### config.mk
export PLATFORM = sky130hd
export DESIGN_NAME = ltc_raster_top
export DESIGN_NICKNAME = d
export VERILOG_FILES = /design/src/rtl/ltc_pkg.sv /design/src/rtl/ltc_axis_if.sv /design/src/rtl/ltc_axis.sv /design/src/rtl/ltc_pixdiv.sv /design/src/rtl/ltc_raster_top.sv
export SDC_FILE = /design/constraint.sdc
export NUM_CORES = 1
export LEC_CHECK = 0
export BUFFER_PORTS_ARGS = -buffer_cell sky130_fd_sc_hd__buf_4
export CAP_MARGIN = 40
export CORE_ASPECT_RATIO = 0.5
export CORE_MARGIN = 2
export CORE_UTILIZATION = 25
export DETAILED_ROUTE_END_ITERATION = 10
export REMOVE_ABC_BUFFERS = 1
export SLEW_MARGIN = 20
export SYNTH_ARGS = -nofsm -noshare
export SYNTH_HDL_FRONTEND = slang
export SYNTH_SLANG_ARGS = --single-unit
### constraint.sdc
create_clock -name CLOCK -period 20.5 [get_ports CLOCK]
set_input_delay 2.05 -clock CLOCK [delete_from_list [all_inputs] [get_ports CLOCK]]
set_output_delay 2.05 -clock CLOCK [all_outputs]
set_load 0.005 [all_outputs]
### src/rtl/ltc_pkg.sv
// constants of the lcd raster timing block: register map, fields, resets
// assumes a 32-bit apb slave and one system clock of 20 MHz
package ltc_pkg;

	// ------------------------------------------------------------
	// register byte offsets
	// ------------------------------------------------------------
	localparam int ADDR_W = 8;
	localparam logic [7:0] ADR_MODE = 8'h00;   // operating mode and raster enable
	localparam logic [7:0] ADR_UPDATE = 8'h04; // transfer request and auto update
	localparam logic [7:0] ADR_POL = 8'h08;    // sync_polarity_ctrl
	localparam logic [7:0] ADR_SIZE = 8'h0c;   // active size
	localparam logic [7:0] ADR_HTIM = 8'h10;   // horizontal_timing_params
	localparam logic [7:0] ADR_VTIM = 8'h14;   // vertical timing params
	localparam logic [7:0] ADR_BACKGROUND_COLOR = 8'h18;   // background_color
	localparam logic [7:0] ADR_STATUS = 8'h1c; // read-only state
	localparam logic [2:0] ADR_BAR_PAGE = 3'h1; // test_bar_color 0x20..0x3c

	// ------------------------------------------------------------
	// field positions and widths
	// ------------------------------------------------------------
	localparam int MODE_LSB = 0;
	localparam int RASTER_BIT = 2;
	localparam int UPD_REQ_BIT = 0;
	localparam int UPD_AUTO_BIT = 1;
	localparam int POL_PCLK_BIT = 0;
	localparam int POL_HS_BIT = 1;
	localparam int POL_VS_BIT = 2;
	localparam int VRES_LSB = 0;
	localparam int VRES_W = 11;
	localparam int HRES_LSB = 16;
	localparam int HRES_W = 7;
	localparam int H_UNIT_SHIFT = 4;  // width field counts units of 16 pixels
	localparam int TIM_W = 10;
	localparam int TIM_PW_LSB = 0;
	localparam int TIM_BP_LSB = 10;
	localparam int TIM_FP_LSB = 20;
	localparam int POS_W = 11;
	localparam int RGB_W = 24;
	localparam int BAR_COUNT = 8;
	localparam int BAR_SHIFT = 3;     // log2 of the bar count

	// ------------------------------------------------------------
	// modes and reset values
	// ------------------------------------------------------------
	typedef enum logic [1:0] {
		LTC_MODE_OFF = 2'h0,
		LTC_MODE_NORMAL = 2'h1,
		LTC_MODE_RSVD = 2'h2,
		LTC_MODE_BARS = 2'h3
	} ltc_mode_t;

	localparam logic [23:0] RST_BACKGROUND_COLOR = 24'h000000;
	localparam logic [31:0] RST_TIMING = 32'h00000000;
	// left black, then blue, red, magenta, green, cyan, yellow, right white
	localparam logic [7:0][23:0] RST_BARS = {
		24'hffffff, 24'hffff00, 24'h00ffff, 24'h00ff00,
		24'hff00ff, 24'hff0000, 24'h0000ff, 24'h000000
	};

	// ------------------------------------------------------------
	// timing
	// ------------------------------------------------------------
	localparam int CLK_PERIOD_NS = 50;
	localparam int PCLK_PERIOD_NS = 400;
	localparam int PCLK_DIV = PCLK_PERIOD_NS / CLK_PERIOD_NS;

endpackage : ltc_pkg

### src/rtl/ltc_axis_if.sv
// one axis of the raster sequence: sync, active and position
// assumes the counter and its reader share one clock
`timescale 1ns/1ps
`default_nettype none
interface ltc_axis_if #(parameter int W = 11);
	logic sync;        // inside the sync pulse
	logic active;      // inside the active region
	logic at_end;      // last step of the front porch
	logic [W-1:0] pos; // step count inside the current segment
	modport cnt (output sync, output active, output at_end, output pos);
	modport snk (input sync, input active, input at_end, input pos);
endinterface : ltc_axis_if
`default_nettype wire

### src/rtl/ltc_axis.sv
// one raster axis: sync pulse, back porch, active, front porch, repeating
// assumes adv is a one-cycle step and run low parks it at the pulse start
`timescale 1ns/1ps
`default_nettype none
module ltc_axis #(
	parameter int W = 11,
	parameter int TW = 10
) (
	input wire logic clk,
	input wire logic rst_n,
	input wire logic adv,
	input wire logic run,
	input wire logic [TW-1:0] pw,
	input wire logic [TW-1:0] bp,
	input wire logic [TW-1:0] fp,
	input wire logic [W-1:0] act,
	ltc_axis_if.cnt ax
);
	typedef enum {SEG_PULSE, SEG_BACK, SEG_ACTIVE, SEG_FRONT} ltc_seg_t;

	ltc_seg_t seg_q;    // current segment
	logic [W-1:0] cnt_q; // steps spent in it
	logic [W-1:0] len;  // length of the current segment
	logic last;         // this step ends the segment

	// ------------------------------------------------------------
	// segment length; zero behaves as one so the axis never stalls
	// ------------------------------------------------------------
	always_comb begin
		case (seg_q)
			SEG_PULSE: len = W'(pw);
			SEG_BACK: len = W'(bp);
			SEG_ACTIVE: len = act;
			SEG_FRONT: len = W'(fp);
			default: len = '0;
		endcase
		last = (len <= W'(1)) || (cnt_q == len - W'(1));
	end

	// ------------------------------------------------------------
	// pulse, back porch, active, front porch, then again
	// ------------------------------------------------------------
	always_ff @(posedge clk or negedge rst_n) begin
		if (!rst_n) begin
			seg_q <= SEG_PULSE;
			cnt_q <= '0;
		end else if (!run) begin
			seg_q <= SEG_PULSE; // idle raster restarts cleanly
			cnt_q <= '0;
		end else if (adv && last) begin
			cnt_q <= '0;
			case (seg_q)
				SEG_PULSE: seg_q <= SEG_BACK;
				SEG_BACK: seg_q <= SEG_ACTIVE;
				SEG_ACTIVE: seg_q <= SEG_FRONT;
				SEG_FRONT: seg_q <= SEG_PULSE;
				default: seg_q <= SEG_PULSE;
			endcase
		end else if (adv) begin
			cnt_q <= cnt_q + W'(1);
		end
	end

	assign ax.sync = run && (seg_q == SEG_PULSE);
	assign ax.active = run && (seg_q == SEG_ACTIVE);
	assign ax.at_end = run && (seg_q == SEG_FRONT) && last;
	assign ax.pos = cnt_q;
endmodule : ltc_axis
`default_nettype wire

### src/rtl/ltc_pixdiv.sv
// pixel rate divider: one-cycle enable and a half-period phase level
// assumes div of two or more for a visible clock
`timescale 1ns/1ps
`default_nettype none
module ltc_pixdiv #(
	parameter int DIV = 8
) (
	input wire logic clk,
	input wire logic rst_n,
	output logic pix_en,
	output logic phase_hi
);
	localparam int PW = (DIV > 1) ? $clog2(DIV) : 1;

	logic [PW-1:0] ph_q; // position inside one pixel period

	// ------------------------------------------------------------
	// free-running phase count, so the pixel clock runs before raster
	// ------------------------------------------------------------
	always_ff @(posedge clk or negedge rst_n) begin
		if (!rst_n) begin
			ph_q <= '0;
		end else if (ph_q == PW'(DIV - 1)) begin
			ph_q <= '0;
		end else begin
			ph_q <= ph_q + PW'(1);
		end
	end

	assign pix_en = (ph_q == PW'(DIV - 1));
	assign phase_hi = (ph_q >= PW'(DIV / 2));
endmodule : ltc_pixdiv
`default_nettype wire

### src/rtl/ltc_raster_top.sv
// lcd raster timing generator with test card, apb registers and panel pins
// assumes an apb master on CLOCK and a parallel rgb panel on the lcd pins;
// the overlay inputs come from a composer on the same clock
//
// Design decisions made here: the register addresses and the APB interface to the registers.
`timescale 1ns/1ps
`default_nettype none

// Notes on behaviour
// - vsync lasts programmed pulse lines
// - back porch lines follow vsync pulse
// - front porch lines precede next vsync
// - data enable only on active lines
// - separate polarity for pclk, hsync, vsync
// - timing, size, colour and polarity writes act only after a transfer
// - request bit starts transfer, self clears
// - auto mode transfers once per frame
// - mode three selects colour bars
// - raster enable gates syncs and data
// - pixel clock may run before raster
// - colour bars split line in eight
// - bar n uses colour register n
// - bar registers hold writable rgb888
// - mode one selects normal display
// - normal mode shows background, resets black
// - overlay content drawn over background
// - horizontal pulse, porches counted in pixels
// - width field is pixels divided by sixteen
module ltc_raster_top #(
	parameter int PCLK_DIV = ltc_pkg::PCLK_DIV
) (
	input wire logic CLOCK,
	input wire logic RST_N,
	input wire logic PSEL,
	input wire logic PENABLE,
	input wire logic PWRITE,
	input wire logic [7:0] PADDR,
	input wire logic [31:0] PWDATA,
	output logic [31:0] PRDATA,
	output logic PREADY,
	output logic PSLVERR,
	input wire logic OVL_VALID,
	input wire logic [23:0] OVL_RGB,
	output logic LCD_PCLK,
	output logic LCD_HSYNC,
	output logic LCD_VSYNC,
	output logic LCD_DE,
	output logic [23:0] LCD_RGB
);
	localparam int TW = ltc_pkg::TIM_W;
	localparam int PW = ltc_pkg::POS_W;

	// ------------------------------------------------------------
	// declarations
	// ------------------------------------------------------------
	logic rst_meta_q;   // first reset release stage
	logic rst_n_q;      // released reset used everywhere
	logic rst_n;

	// control, acts at once
	logic [1:0] mode_q;    // operating_mode_field
	logic raster_q;        // raster enable
	logic req_q;           // transfer_request_bit
	logic auto_q;          // per-frame automatic transfer

	// software-facing copies
	logic [2:0] pol_sh_q;
	logic [ltc_pkg::VRES_W-1:0] vres_sh_q;
	logic [ltc_pkg::HRES_W-1:0] hres_sh_q;
	logic [3*TW-1:0] htim_sh_q;
	logic [3*TW-1:0] vtim_sh_q;
	logic [23:0] background_color_sh_q;
	logic [7:0][23:0] bar_sh_q;

	// working state, what the raster really uses
	logic loaded_q;        // at least one transfer done
	logic [2:0] pol_q;
	logic [ltc_pkg::VRES_W-1:0] vres_q;
	logic [ltc_pkg::HRES_W-1:0] hres_q;
	logic [3*TW-1:0] htim_q;
	logic [3*TW-1:0] vtim_q;
	logic [23:0] background_color_q;
	logic [7:0][23:0] bar_q;

	// bus decode
	logic wr;              // write takes effect this edge
	logic setup;           // setup phase, read data captured
	logic is_bar;          // address falls on a bar register
	logic [2:0] bar_sel;   // which bar register
	logic mapped;          // address decodes to a register
	logic [31:0] rd_d;     // read value for the captured address
	logic [31:0] prdata_q;

	// raster
	logic pix_en;          // one pulse per pixel period
	logic phase_hi;        // second half of the pixel period
	logic run;             // raster is producing frames
	logic copy;            // working state loads this cycle
	logic frame_end;       // last pixel of the last front porch line
	logic line_adv;        // one pulse per line
	logic in_act;          // current pixel is valid
	logic [PW-1:0] act_h;  // active pixels per line
	logic [PW-1:0] bar_w;  // pixels per bar
	logic [PW-1:0] bar_px_q;
	logic [2:0] bar_idx_q;
	logic [23:0] pix;      // colour of the current pixel
	logic pclk_q;
	logic hs_q;
	logic vs_q;
	logic de_q;
	logic [23:0] rgb_q;

	ltc_axis_if #(.W(PW)) h_ax ();
	ltc_axis_if #(.W(PW)) v_ax ();

	// ------------------------------------------------------------
	// reset release through two flip-flops
	// ------------------------------------------------------------
	always_ff @(posedge CLOCK or negedge RST_N) begin
		if (!RST_N) begin
			rst_meta_q <= 1'b0;
			rst_n_q <= 1'b0;
		end else begin
			rst_meta_q <= 1'b1;
			rst_n_q <= rst_meta_q;
		end
	end
	assign rst_n = rst_n_q;

	// ------------------------------------------------------------
	// apb decode, zero wait states
	// ------------------------------------------------------------
	assign wr = PSEL && PENABLE && PWRITE;
	assign setup = PSEL && !PENABLE;
	assign is_bar = (PADDR[7:5] == ltc_pkg::ADR_BAR_PAGE) && (PADDR[1:0] == 2'h0);
	assign bar_sel = PADDR[4:2];
	assign mapped = is_bar || (PADDR == ltc_pkg::ADR_MODE) || (PADDR == ltc_pkg::ADR_UPDATE)
		|| (PADDR == ltc_pkg::ADR_POL) || (PADDR == ltc_pkg::ADR_SIZE)
		|| (PADDR == ltc_pkg::ADR_HTIM) || (PADDR == ltc_pkg::ADR_VTIM)
		|| (PADDR == ltc_pkg::ADR_BACKGROUND_COLOR) || (PADDR == ltc_pkg::ADR_STATUS);
	assign PREADY = PSEL && PENABLE;
	assign PSLVERR = PSEL && PENABLE && !mapped; // unmapped: error, write dropped

	// ------------------------------------------------------------
	// read mux; configuration reads show the software copies, not working state
	// ------------------------------------------------------------
	always_comb begin
		rd_d = 32'h00000000;
		if (is_bar) begin
			rd_d[23:0] = bar_sh_q[bar_sel];
		end else begin
			case (PADDR)
				ltc_pkg::ADR_MODE: begin
					rd_d[ltc_pkg::MODE_LSB +: 2] = mode_q;
					rd_d[ltc_pkg::RASTER_BIT] = raster_q;
				end
				ltc_pkg::ADR_UPDATE: begin
					rd_d[ltc_pkg::UPD_REQ_BIT] = req_q;
					rd_d[ltc_pkg::UPD_AUTO_BIT] = auto_q;
				end
				ltc_pkg::ADR_POL: rd_d[2:0] = pol_sh_q;
				ltc_pkg::ADR_SIZE: begin
					rd_d[ltc_pkg::VRES_LSB +: ltc_pkg::VRES_W] = vres_sh_q;
					rd_d[ltc_pkg::HRES_LSB +: ltc_pkg::HRES_W] = hres_sh_q;
				end
				ltc_pkg::ADR_HTIM: rd_d[3*TW-1:0] = htim_sh_q;
				ltc_pkg::ADR_VTIM: rd_d[3*TW-1:0] = vtim_sh_q;
				ltc_pkg::ADR_BACKGROUND_COLOR: rd_d[23:0] = background_color_sh_q;
				ltc_pkg::ADR_STATUS: begin
					rd_d[0] = loaded_q;
					rd_d[1] = run;
					rd_d[2] = v_ax.sync;
					rd_d[3] = in_act;
				end
				default: rd_d = 32'h00000000;
			endcase
		end
	end

	// captured in the setup phase so prdata comes from a flip-flop
	always_ff @(posedge CLOCK or negedge rst_n) begin
		if (!rst_n) begin
			prdata_q <= 32'h00000000;
		end else if (setup && !PWRITE) begin
			prdata_q <= rd_d;
		end
	end
	assign PRDATA = prdata_q;

	// ------------------------------------------------------------
	// mode and raster enable: one write may set both together
	// ------------------------------------------------------------
	always_ff @(posedge CLOCK or negedge rst_n) begin
		if (!rst_n) begin
			mode_q <= ltc_pkg::LTC_MODE_OFF;
			raster_q <= 1'b0;
		end else if (wr && PADDR == ltc_pkg::ADR_MODE) begin
			mode_q <= PWDATA[ltc_pkg::MODE_LSB +: 2];
			raster_q <= PWDATA[ltc_pkg::RASTER_BIT];
		end
	end

	// ------------------------------------------------------------
	// transfer request and auto mode; a new request wins over the clear
	// ------------------------------------------------------------
	always_ff @(posedge CLOCK or negedge rst_n) begin
		if (!rst_n) begin
			req_q <= 1'b0;
			auto_q <= 1'b0;
		end else begin
			if (wr && PADDR == ltc_pkg::ADR_UPDATE) begin
				auto_q <= PWDATA[ltc_pkg::UPD_AUTO_BIT];
			end
			if (wr && PADDR == ltc_pkg::ADR_UPDATE && PWDATA[ltc_pkg::UPD_REQ_BIT]) begin
				req_q <= 1'b1;
			end else if (copy) begin
				req_q <= 1'b0;
			end
		end
	end

	// ------------------------------------------------------------
	// software copies of the configuration
	// ------------------------------------------------------------
	always_ff @(posedge CLOCK or negedge rst_n) begin
		if (!rst_n) begin
			pol_sh_q <= 3'h0;
			vres_sh_q <= ltc_pkg::RST_TIMING[ltc_pkg::VRES_LSB +: ltc_pkg::VRES_W];
			hres_sh_q <= ltc_pkg::RST_TIMING[ltc_pkg::HRES_LSB +: ltc_pkg::HRES_W];
			htim_sh_q <= ltc_pkg::RST_TIMING[3*TW-1:0];
			vtim_sh_q <= ltc_pkg::RST_TIMING[3*TW-1:0];
			background_color_sh_q <= ltc_pkg::RST_BACKGROUND_COLOR;
			bar_sh_q <= ltc_pkg::RST_BARS;
		end else if (wr && is_bar) begin
			bar_sh_q[bar_sel] <= PWDATA[23:0];
		end else if (wr) begin
			case (PADDR)
				ltc_pkg::ADR_POL: pol_sh_q <= PWDATA[2:0];
				ltc_pkg::ADR_SIZE: begin
					vres_sh_q <= PWDATA[ltc_pkg::VRES_LSB +: ltc_pkg::VRES_W];
					hres_sh_q <= PWDATA[ltc_pkg::HRES_LSB +: ltc_pkg::HRES_W];
				end
				ltc_pkg::ADR_HTIM: htim_sh_q <= PWDATA[3*TW-1:0];
				ltc_pkg::ADR_VTIM: vtim_sh_q <= PWDATA[3*TW-1:0];
				ltc_pkg::ADR_BACKGROUND_COLOR: background_color_sh_q <= PWDATA[23:0];
				default: pol_sh_q <= pol_sh_q;
			endcase
		end
	end

	// ------------------------------------------------------------
	// transfer point: at once when idle, else at the frame boundary so a
	// frame never mixes two configurations
	// ------------------------------------------------------------
	assign copy = (req_q && (!run || frame_end))
		|| (auto_q && loaded_q && frame_end);

	always_ff @(posedge CLOCK or negedge rst_n) begin
		if (!rst_n) begin
			loaded_q <= 1'b0;
			pol_q <= 3'h0;
			vres_q <= '0;
			hres_q <= '0;
			htim_q <= '0;
			vtim_q <= '0;
			background_color_q <= ltc_pkg::RST_BACKGROUND_COLOR;
			bar_q <= ltc_pkg::RST_BARS;
		end else if (copy) begin
			loaded_q <= 1'b1;
			pol_q <= pol_sh_q;
			vres_q <= vres_sh_q;
			hres_q <= hres_sh_q;
			htim_q <= htim_sh_q;
			vtim_q <= vtim_sh_q;
			background_color_q <= background_color_sh_q;
			bar_q <= bar_sh_q;
		end
	end

	// ------------------------------------------------------------
	// timing chain: pixel divider, line axis, frame axis
	// ------------------------------------------------------------
	assign run = raster_q && loaded_q
		&& (mode_q == ltc_pkg::LTC_MODE_NORMAL || mode_q == ltc_pkg::LTC_MODE_BARS);
	assign act_h = PW'(hres_q) << ltc_pkg::H_UNIT_SHIFT;
	assign line_adv = pix_en && h_ax.at_end;
	assign frame_end = line_adv && v_ax.at_end;

	ltc_pixdiv #(.DIV(PCLK_DIV)) u_div (
		.clk(CLOCK),
		.rst_n(rst_n),
		.pix_en(pix_en),
		.phase_hi(phase_hi)
	);

	ltc_axis #(.W(PW), .TW(TW)) u_hax (
		.clk(CLOCK),
		.rst_n(rst_n),
		.adv(pix_en),
		.run(run),
		.pw(htim_q[ltc_pkg::TIM_PW_LSB +: TW]),
		.bp(htim_q[ltc_pkg::TIM_BP_LSB +: TW]),
		.fp(htim_q[ltc_pkg::TIM_FP_LSB +: TW]),
		.act(act_h),
		.ax(h_ax.cnt)
	);

	ltc_axis #(.W(PW), .TW(TW)) u_vax (
		.clk(CLOCK),
		.rst_n(rst_n),
		.adv(line_adv),
		.run(run),
		.pw(vtim_q[ltc_pkg::TIM_PW_LSB +: TW]),
		.bp(vtim_q[ltc_pkg::TIM_BP_LSB +: TW]),
		.fp(vtim_q[ltc_pkg::TIM_FP_LSB +: TW]),
		.act(PW'(vres_q)),
		.ax(v_ax.cnt)
	);

	assign in_act = h_ax.active && v_ax.active;

	// ------------------------------------------------------------
	// bar position: counted, not divided, to keep the path short
	// ------------------------------------------------------------
	assign bar_w = act_h >> ltc_pkg::BAR_SHIFT;

	always_ff @(posedge CLOCK or negedge rst_n) begin
		if (!rst_n) begin
			bar_px_q <= '0;
			bar_idx_q <= 3'h0;
		end else if (pix_en && in_act) begin
			if (bar_w == '0 || bar_px_q == bar_w - PW'(1)) begin
				bar_px_q <= '0;
				bar_idx_q <= bar_idx_q + 3'h1;
			end else begin
				bar_px_q <= bar_px_q + PW'(1);
			end
		end else if (pix_en) begin
			bar_px_q <= '0;                              // every line starts at bar 0
			bar_idx_q <= 3'h0;
		end
	end

	// ------------------------------------------------------------
	// pixel source by mode
	// ------------------------------------------------------------
	always_comb begin
		case (mode_q)
			ltc_pkg::LTC_MODE_BARS: pix = bar_q[bar_idx_q];
			ltc_pkg::LTC_MODE_NORMAL: pix = OVL_VALID ? OVL_RGB
				: background_color_q;
			default: pix = 24'h000000;
		endcase
	end

	// ------------------------------------------------------------
	// panel pins; all raster pins change together on the pixel pulse
	// ------------------------------------------------------------
	always_ff @(posedge CLOCK or negedge rst_n) begin
		if (!rst_n) begin
			hs_q <= 1'b0;
			vs_q <= 1'b0;
			de_q <= 1'b0;
			rgb_q <= 24'h000000;
		end else if (pix_en) begin
			hs_q <= h_ax.sync ^ pol_q[ltc_pkg::POL_HS_BIT];
			vs_q <= v_ax.sync ^ pol_q[ltc_pkg::POL_VS_BIT];
			de_q <= in_act;
			rgb_q <= in_act ? pix : 24'h000000;
		end
	end

	// clock runs once configured, whatever raster enable says
	always_ff @(posedge CLOCK or negedge rst_n) begin
		if (!rst_n) begin
			pclk_q <= 1'b0;
		end else begin
			pclk_q <= (loaded_q && phase_hi) ^ pol_q[ltc_pkg::POL_PCLK_BIT];
		end
	end

	assign LCD_PCLK = pclk_q;
	assign LCD_HSYNC = hs_q;
	assign LCD_VSYNC = vs_q;
	assign LCD_DE = de_q;
	assign LCD_RGB = rgb_q;
endmodule : ltc_raster_top
`default_nettype wire

After elaboration in Yosys (flattened, before gate mapping) --
Index checks and enable logic that the tools add are counted.
Storage, ports and cells: bits of input ports 70, flip-flop bits (word level) 765
Cells by class: $add $sub $neg 8, reductions and logical operators 64, equality and inequality tests 29, bitwise gates (word level) 4, multiplexer cells 43, magnitude comparators 6
Operator list (count):
- $bwmux W192 | 1
- $bmux W24 S3 | 2
- $mux W24 | 6
- $eq A32 B2 Y1 const B | 4
- $eq A32 B3 Y1 const B | 4
- $logic_not A32 Y1 | 4
- $mux W32 | 4
- $mux W11 | 9
- $pmux W11 S4 | 2
- $demux W24 S3 | 1
- $eq A32 B1 Y1 const B | 2
- $pmux W7 S4 | 2
- $pmux W24 S2 | 1
- $add A11 B1 Y11 const B | 3
- $eq A11 B11 Y1 | 3
- $eq A8 B5 Y1 const B | 4
- $logic_and A1 B1 Y1 | 31
- $le A11 B1 Y1 const B | 2
- $sub A11 B1 Y11 const B | 2
- $eq A8 B4 Y1 const B | 2
- $pmux W2 S8 | 1
- $pmux W5 S3 | 1
- $reduce_and A3 Y1 | 5
- $logic_or A1 B1 Y1 | 14
- 30 further kinds | 44

Logic depth before layout (Yosys ltp) --
depth after elaboration 13, mapped depth 19

Cells and area by module --
Synthesis repeated with hierarchy kept, for this count alone.
Second synthesis, totals: cells, all modules 2472, area, all modules 33582.2 µm²
By module, submodules not included:
- ltc_raster_top | cells each 2058, sequential area each 17106.4 µm², instances 1, area an instance 30219.0 µm²
- ltc_axis | cells each 202, sequential area each 325.3 µm², instances 2, area an instance 1617.8 µm²
- ltc_pixdiv | cells each 10, sequential area each 75.1 µm², instances 1, area an instance 127.6 µm²

Least setup slack after synthesis --
Ideal clock, no wire load.
path type input to output, start point in PADDR[6], end point out PSLVERR, stages 2, data required time 18450 ps, arrival time 2803 ps, buffers on the path 0, setup slack 15647 ps, cell sequence or4_1 -> and2_1
On the way: cells in the longest elaborated chain, start to end 12, elaborated cells on any way between the ends 20, those cells by class 8 x eq/ne; 12 x reduce/logical
Ends and longest elaborated chain:
- start, declared | RTL line ltc_raster_top.sv:37 | input wire logic [7:0] PADDR,
- $eq A3 B1 Y1 | RTL line ltc_raster_top.sv:135 | assign is_bar = (PADDR[7:5] == ltc_pkg::ADR_BAR_PAGE) && (PADDR[1:0] == 2'h0);
- $logic_and A1 B1 Y1 | RTL line ltc_raster_top.sv:135
- $logic_or A1 B1 Y1 (2 in a row) | RTL line ltc_raster_top.sv:137 | assign mapped = is_bar || (PADDR == ltc_pkg::ADR_MODE) || (PADDR == ltc_pkg::ADR_UPDATE)
- $logic_or A1 B1 Y1 (2 in a row) | RTL line ltc_raster_top.sv:138 | || (PADDR == ltc_pkg::ADR_POL) || (PADDR == ltc_pkg::ADR_SIZE)
- $logic_or A1 B1 Y1 (2 in a row) | RTL line ltc_raster_top.sv:139 | || (PADDR == ltc_pkg::ADR_HTIM) || (PADDR == ltc_pkg::ADR_VTIM)
- $logic_or A1 B1 Y1 | RTL line ltc_raster_top.sv:140 | || (PADDR == ltc_pkg::ADR_BACKGROUND_COLOR) || (PADDR == ltc_pkg::ADR_STATUS);
- $logic_or A1 B1 Y1 * | RTL line ltc_raster_top.sv:140
- $logic_not A1 Y1 * | RTL line ltc_raster_top.sv:142 | assign PSLVERR = PSEL && PENABLE && !mapped;
- $logic_and A1 B1 Y1 * | RTL line ltc_raster_top.sv:142
- end, declared | RTL line ltc_raster_top.sv:41 | output logic PSLVERR,
Mark *: on every way between the ends. The rest lies on a longest branch, timed or not.

Worst setup path after layout --
start point reg u_vax.seg_q[0], end point reg vres_q[8] in the netlist's numbering
On the way: cells in the longest elaborated chain, start to end 10, elaborated cells on any way between the ends 17, those cells by class 1 x add/sub; 1 x order compare; 5 x eq/ne; 1 x mux; 9 x reduce/logical
Ends and longest elaborated chain:
- start, declared | RTL line ltc_axis.sv:21 | ltc_seg_t seg_q;
- start signal, assigned | RTL line ltc_axis.sv:45 | seg_q <= SEG_PULSE;
- start signal, assigned | RTL line ltc_axis.sv:48 | seg_q <= SEG_PULSE;
- start signal, assigned | RTL line ltc_axis.sv:53 | SEG_PULSE: seg_q <= SEG_BACK;
- $eq A32 B2 Y1, or another cell as far along | RTL line ltc_axis.sv:30 | case (seg_q)
- $pmux W11 S4 | RTL line ltc_axis.sv:30
- $sub A11 B1 Y11 | RTL line ltc_axis.sv:37 | last = (len <= W'(1)) || (cnt_q == len - W'(1));
- $eq A11 B11 Y1 | RTL line ltc_axis.sv:37
- $logic_or A1 B1 Y1 | RTL line ltc_axis.sv:37
- $logic_and A1 B1 Y1 * | RTL line ltc_axis.sv:66 | assign ax.at_end = run && (seg_q == SEG_FRONT) && last;
- $logic_and A1 B1 Y1 * | RTL line ltc_raster_top.sv:287 | assign frame_end = line_adv && v_ax.at_end;
- $logic_or A1 B1 Y1 | RTL line ltc_raster_top.sv:255 | assign copy = (req_q && (!run || frame_end))
- $logic_and A1 B1 Y1 | RTL line ltc_raster_top.sv:255
- $logic_or A1 B1 Y1 * | RTL line ltc_raster_top.sv:256 | || (auto_q && loaded_q && frame_end);
- end signal, assigned | RTL line ltc_raster_top.sv:271 | vres_q <= vres_sh_q;
- end, declared | RTL line ltc_raster_top.sv:78 | logic [ltc_pkg::VRES_W-1:0] vres_q;
Marked as above. A chain may end at the register's enable or synchronous reset.

==> flow_summary_export.csv <==
group,metric,value,unit
cts,root_buffer,"clkbuf_16",
synthesis,synth_compound_area_frac,0.0661,
cts,cts.path.max_buffers,3,
cts,cts-resized-gates,0,
sta,rsz0062_at_grt,"false",
worst_setup_path,worst_ep_required_time,21.00,ns
layout,nNetsFinal,2577,
sta,fmax,0.162,GHz
global_route,grt_max_degree,173,
pwr,peakVddDrop,0.0624,mV
pwr,power.density,75.2,nW/µm²
cts,numCtsBuffers,78,
layout,fillers,13458,
placed_design,io_buffers,127,
worst_setup_path,cp_slowest_cell,"o41a_2",
floorplanning,coreArea,134000,µm²
sta,skew,0.0171,ns
synthesis,synthesis.area,33700,µm²
synthesis,synth_edf_count,0,
worst_setup_path,critPathKind,"reg -> reg",
sta,fin_tns_setup,0,ns
placed_design,place.detailed.hpwl,57400,µm
cts,hold_buffers,0,
job,maxCapViolCount,0,
synthesis,synth_top_family_by_area,"multiplexers",
global_route,grt_pass1_wl,136000,µm
sta,finalCritPeriodShare,0.302,
worst_setup_path,crit_fanout,45,
synthesis,ys.flop_type,"dfrtp_1",
floorplanning,die_y,264,µm
layout,multi_input_area,15000,µm²
sta,tightestPinTransition,1.07,ns
synthesis,postSynthCellCount,2393,
sta,hold_ws,0.314,ns
worst_setup_path,crit_start,"u_vax.seg_q[0]",
drt,drcViolationCount,0,
worst_setup_path,worst-path-stages,17,
worst_setup_path,worstSetupEndpointType,"flip-flop",
cts,cts_setup_buffers,0,
synthesis,synthXorXnorAreaFrac,0.0130,
outcome,status,"finished clean",
synthesis,yosys_register_bits,703,
global_route,grt_usage,0.127,
global_route,grt_overflow,0,
layout,seqCellArea,17800,µm²
pwr,power_leakage,18.0,nW
floorplanning,rows,95,
layout,mostFrequentLayoutCells,"507 x dfrtp_1, 382 x mux2_2, 227 x mux2_4, 192 x dfstp_2, 169 x buf_4",
worst_setup_path,reg2regPathDepth,17,
placed_design,place_ws,14.40,ns
synthesis,yosys.area_share.simple,0.0530,
drt,ant_nets,0,
cts,clk_latency,0.62,ns
floorplanning,initial_utilization,0.252,
drt,routed_wl,88700,µm
drt,first_pass_iters,7,
drt,routedWlPerCell,20.4,µm
global_route,grt_antenna_before_repair,2,
synthesis,muxShareOfSynthArea,0.303,
floorplanning,die_area,138000,µm²
worst_setup_path,worstPathCellList,"inv_1 -> ha_1 -> a22oi_1 -> and2_1 -> ha_1 -> inv_1 -> nor3_1 -> nand3_1 -> o41ai_1 -> a41oi_1 -> nor4bb_1 -> a31oi_1 -> o41a_2 -> buf_4 -> buf_16 -> buf_4 -> mux2_1",
layout,drive_gt1_frac,0.488,
synthesis,yosysSeqAreaShare,0.528,
placed_design,gp_congestion,0.866,
worst_setup_path,r2r_setup_slack,14.31,ns
cts,cts_tree,"built",
synthesis,ys_types,69,
layout,area_growth,17.2,%
sta,layout_setup_ws,14.31,ns
sta,slew_headroom,0.284,
worst_setup_path,r2r_start,"u_vax.seg_q[0]",
sta,finalMaxSlewViolations,0,
global_route,grt_pass1_vias,21328,
cts,path_clk_slew,0.06,ns
drt,viasPerCell,4.70,
floorplanning,fp.dieW,524,µm
cts,cts.sinks,703,
sta,finalHoldViolCount,0,
worst_setup_path,cp-endpoint,"vres_q[8]",
worst_setup_path,crit_arrival,6.69,ns
worst_setup_path,r2r-end,"vres_q[8]",
sta,fin_crit,6.19,ns
worst_setup_path,startpoint_type,"flip-flop",
synthesis,synth_fa_ha_area_frac,0.00853,
synthesis,syn_avg_cell_area,14.1,µm²
layout,diodes,0,
layout,layout_commonest_cell,"dfrtp_1",
floorplanning,io_pins,132,
synthesis,synthArstFlopShare,1.00,
sta,finalSetupViolations,0,
worst_setup_path,cp.buffers_inverters,5,
worst_setup_path,critical-path-max-stage-delay,0.71,ns
layout,fin_util,0.295,
drt,via_count,20424,
drt,drt_iter0_markers,1394,
synthesis,ys_warn_count,0,
cts,htreeDepth,3,
worst_setup_path,cp_top_family,"compound AO/OA/AOI/OAI gates",
worst_hold_path,hold_class,"reg -> async",
power by group:
part	total [mW]	switching (mW)	internal, mW
clock	1.46	0.575	0.884
sequential	1.41	0.00849	1.40
combinational	0.104	0.0687	0.0352
total	2.97	0.652	2.32
registers in the layout (all words and copies together), names as in the netlist, 24 cells and up:
signal                 cells
bar_q                    192
background_color_sh_q     24
vtim_q                    30
PRDATA                    30
htim_q                    30
background_color_q        24
bar_sh_q                 192
vtim_sh_q                 30
htim_sh_q                 30
LCD_RGB                   24
routing by layer:
metal | wire, µm | part of all wire | global-route usage | up-vias
met2 | 43400 | 0.49 | 0.213 | 412
met3 | 3500 | 0.039 | 0.0157 | 155
met5 | 9 | 0.00010 | 0 | -
met1 | 38700 | 0.44 | 0.166 | 10819
met4 | 3100 | 0.035 | 0.0498 | 2
li1 | - | - | - | 9036
stage by stage:
stage | area (µm²) | power, mW | cells
after floorplan | 32900 | 1.48 | 2214
after global placement | 36500 | 1.53 | 4180
after detailed placement | 36700 | 1.54 | 4192
after CTS | 39400 | 3.01 | 4337
after global routing | 39500 | 3.08 | 4343
final | 39500 | 2.97 | 4343
worst reg2reg max path, cell delays in order (launching register included):
cell and delay [ns]:
dfrtp_1 0.42, inv_1 0.09, ha_1 0.50, a22oi_1 0.31, and2_1 0.31, ha_1 0.25
inv_1 0.07, nor3_1 0.57, nand3_1 0.20, o41ai_1 0.38, a41oi_1 0.08, nor4bb_1 0.43
a31oi_1 0.26, o41a_2 0.71, buf_4 0.33, buf_16 0.26, buf_4 0.48, mux2_1 0.44
Yosys cell counts, types with 9 or more instances:
library cell,instances,area (µm²)
nand3_1,27,135
dfrtp_1,511,12800
xor2_1,16,140
nand4_1,9,56.3
dfstp_2,192,5040
and3_1,21,131
a22o_1,29,254
clkbuf_1,128,480
nor2_1,42,158
a31oi_1,30,188
o21ai_0,64,320
buf_1,15,56.3
nor3_1,17,85.1
a22oi_1,44,330
mux2_4,227,3410
a21oi_1,28,140
inv_1,16,60.1
mux4_2,97,2180
nand2_1,154,578
xnor2_1,34,298
ha_1,23,288
buf_2,9,45.0
o31ai_1,20,150
mux2_2,382,4300
mux2i_1,28,280
and2_1,10,62.6
buf_6,26,293
a211oi_1,42,315
a221oi_1,15,131
nor2b_1,43,269
worst min path at each step:
stage / startpoint / to / cells past startpoint
finish: rst_n / bar_sh_q[187] / 0
global route: rst_n / bar_sh_q[187] / 0
CTS: rst_meta_q / rst_n / 0
detailed placement: rst_meta_q / rst_n / 0
global placement: rst_meta_q / rst_n / 0
floorplan: rst_meta_q / rst_n / 0
layout make-up:
| type | instances | area share |
|---|---|---|
| Clock buffer | 126 | 0.0622 |
| Clock inverter | 19 | 0.00614 |
| Inverter | 17 | 0.00161 |
| Multi-Input combinational cell | 1494 | 0.380 |
| Sequential cell | 703 | 0.451 |
| Tap cell | 1794 | 0.0568 |
| Timing Repair Buffer | 190 | 0.0422 |
cell families after synthesis:
group	after synthesis
compound gates	318
simple gates	363
xor+xnor	50
buf+inv	197
fa+ha+maj	23
flops	703
other cells	2
mux	737
(Power assumes the default switching activity.)
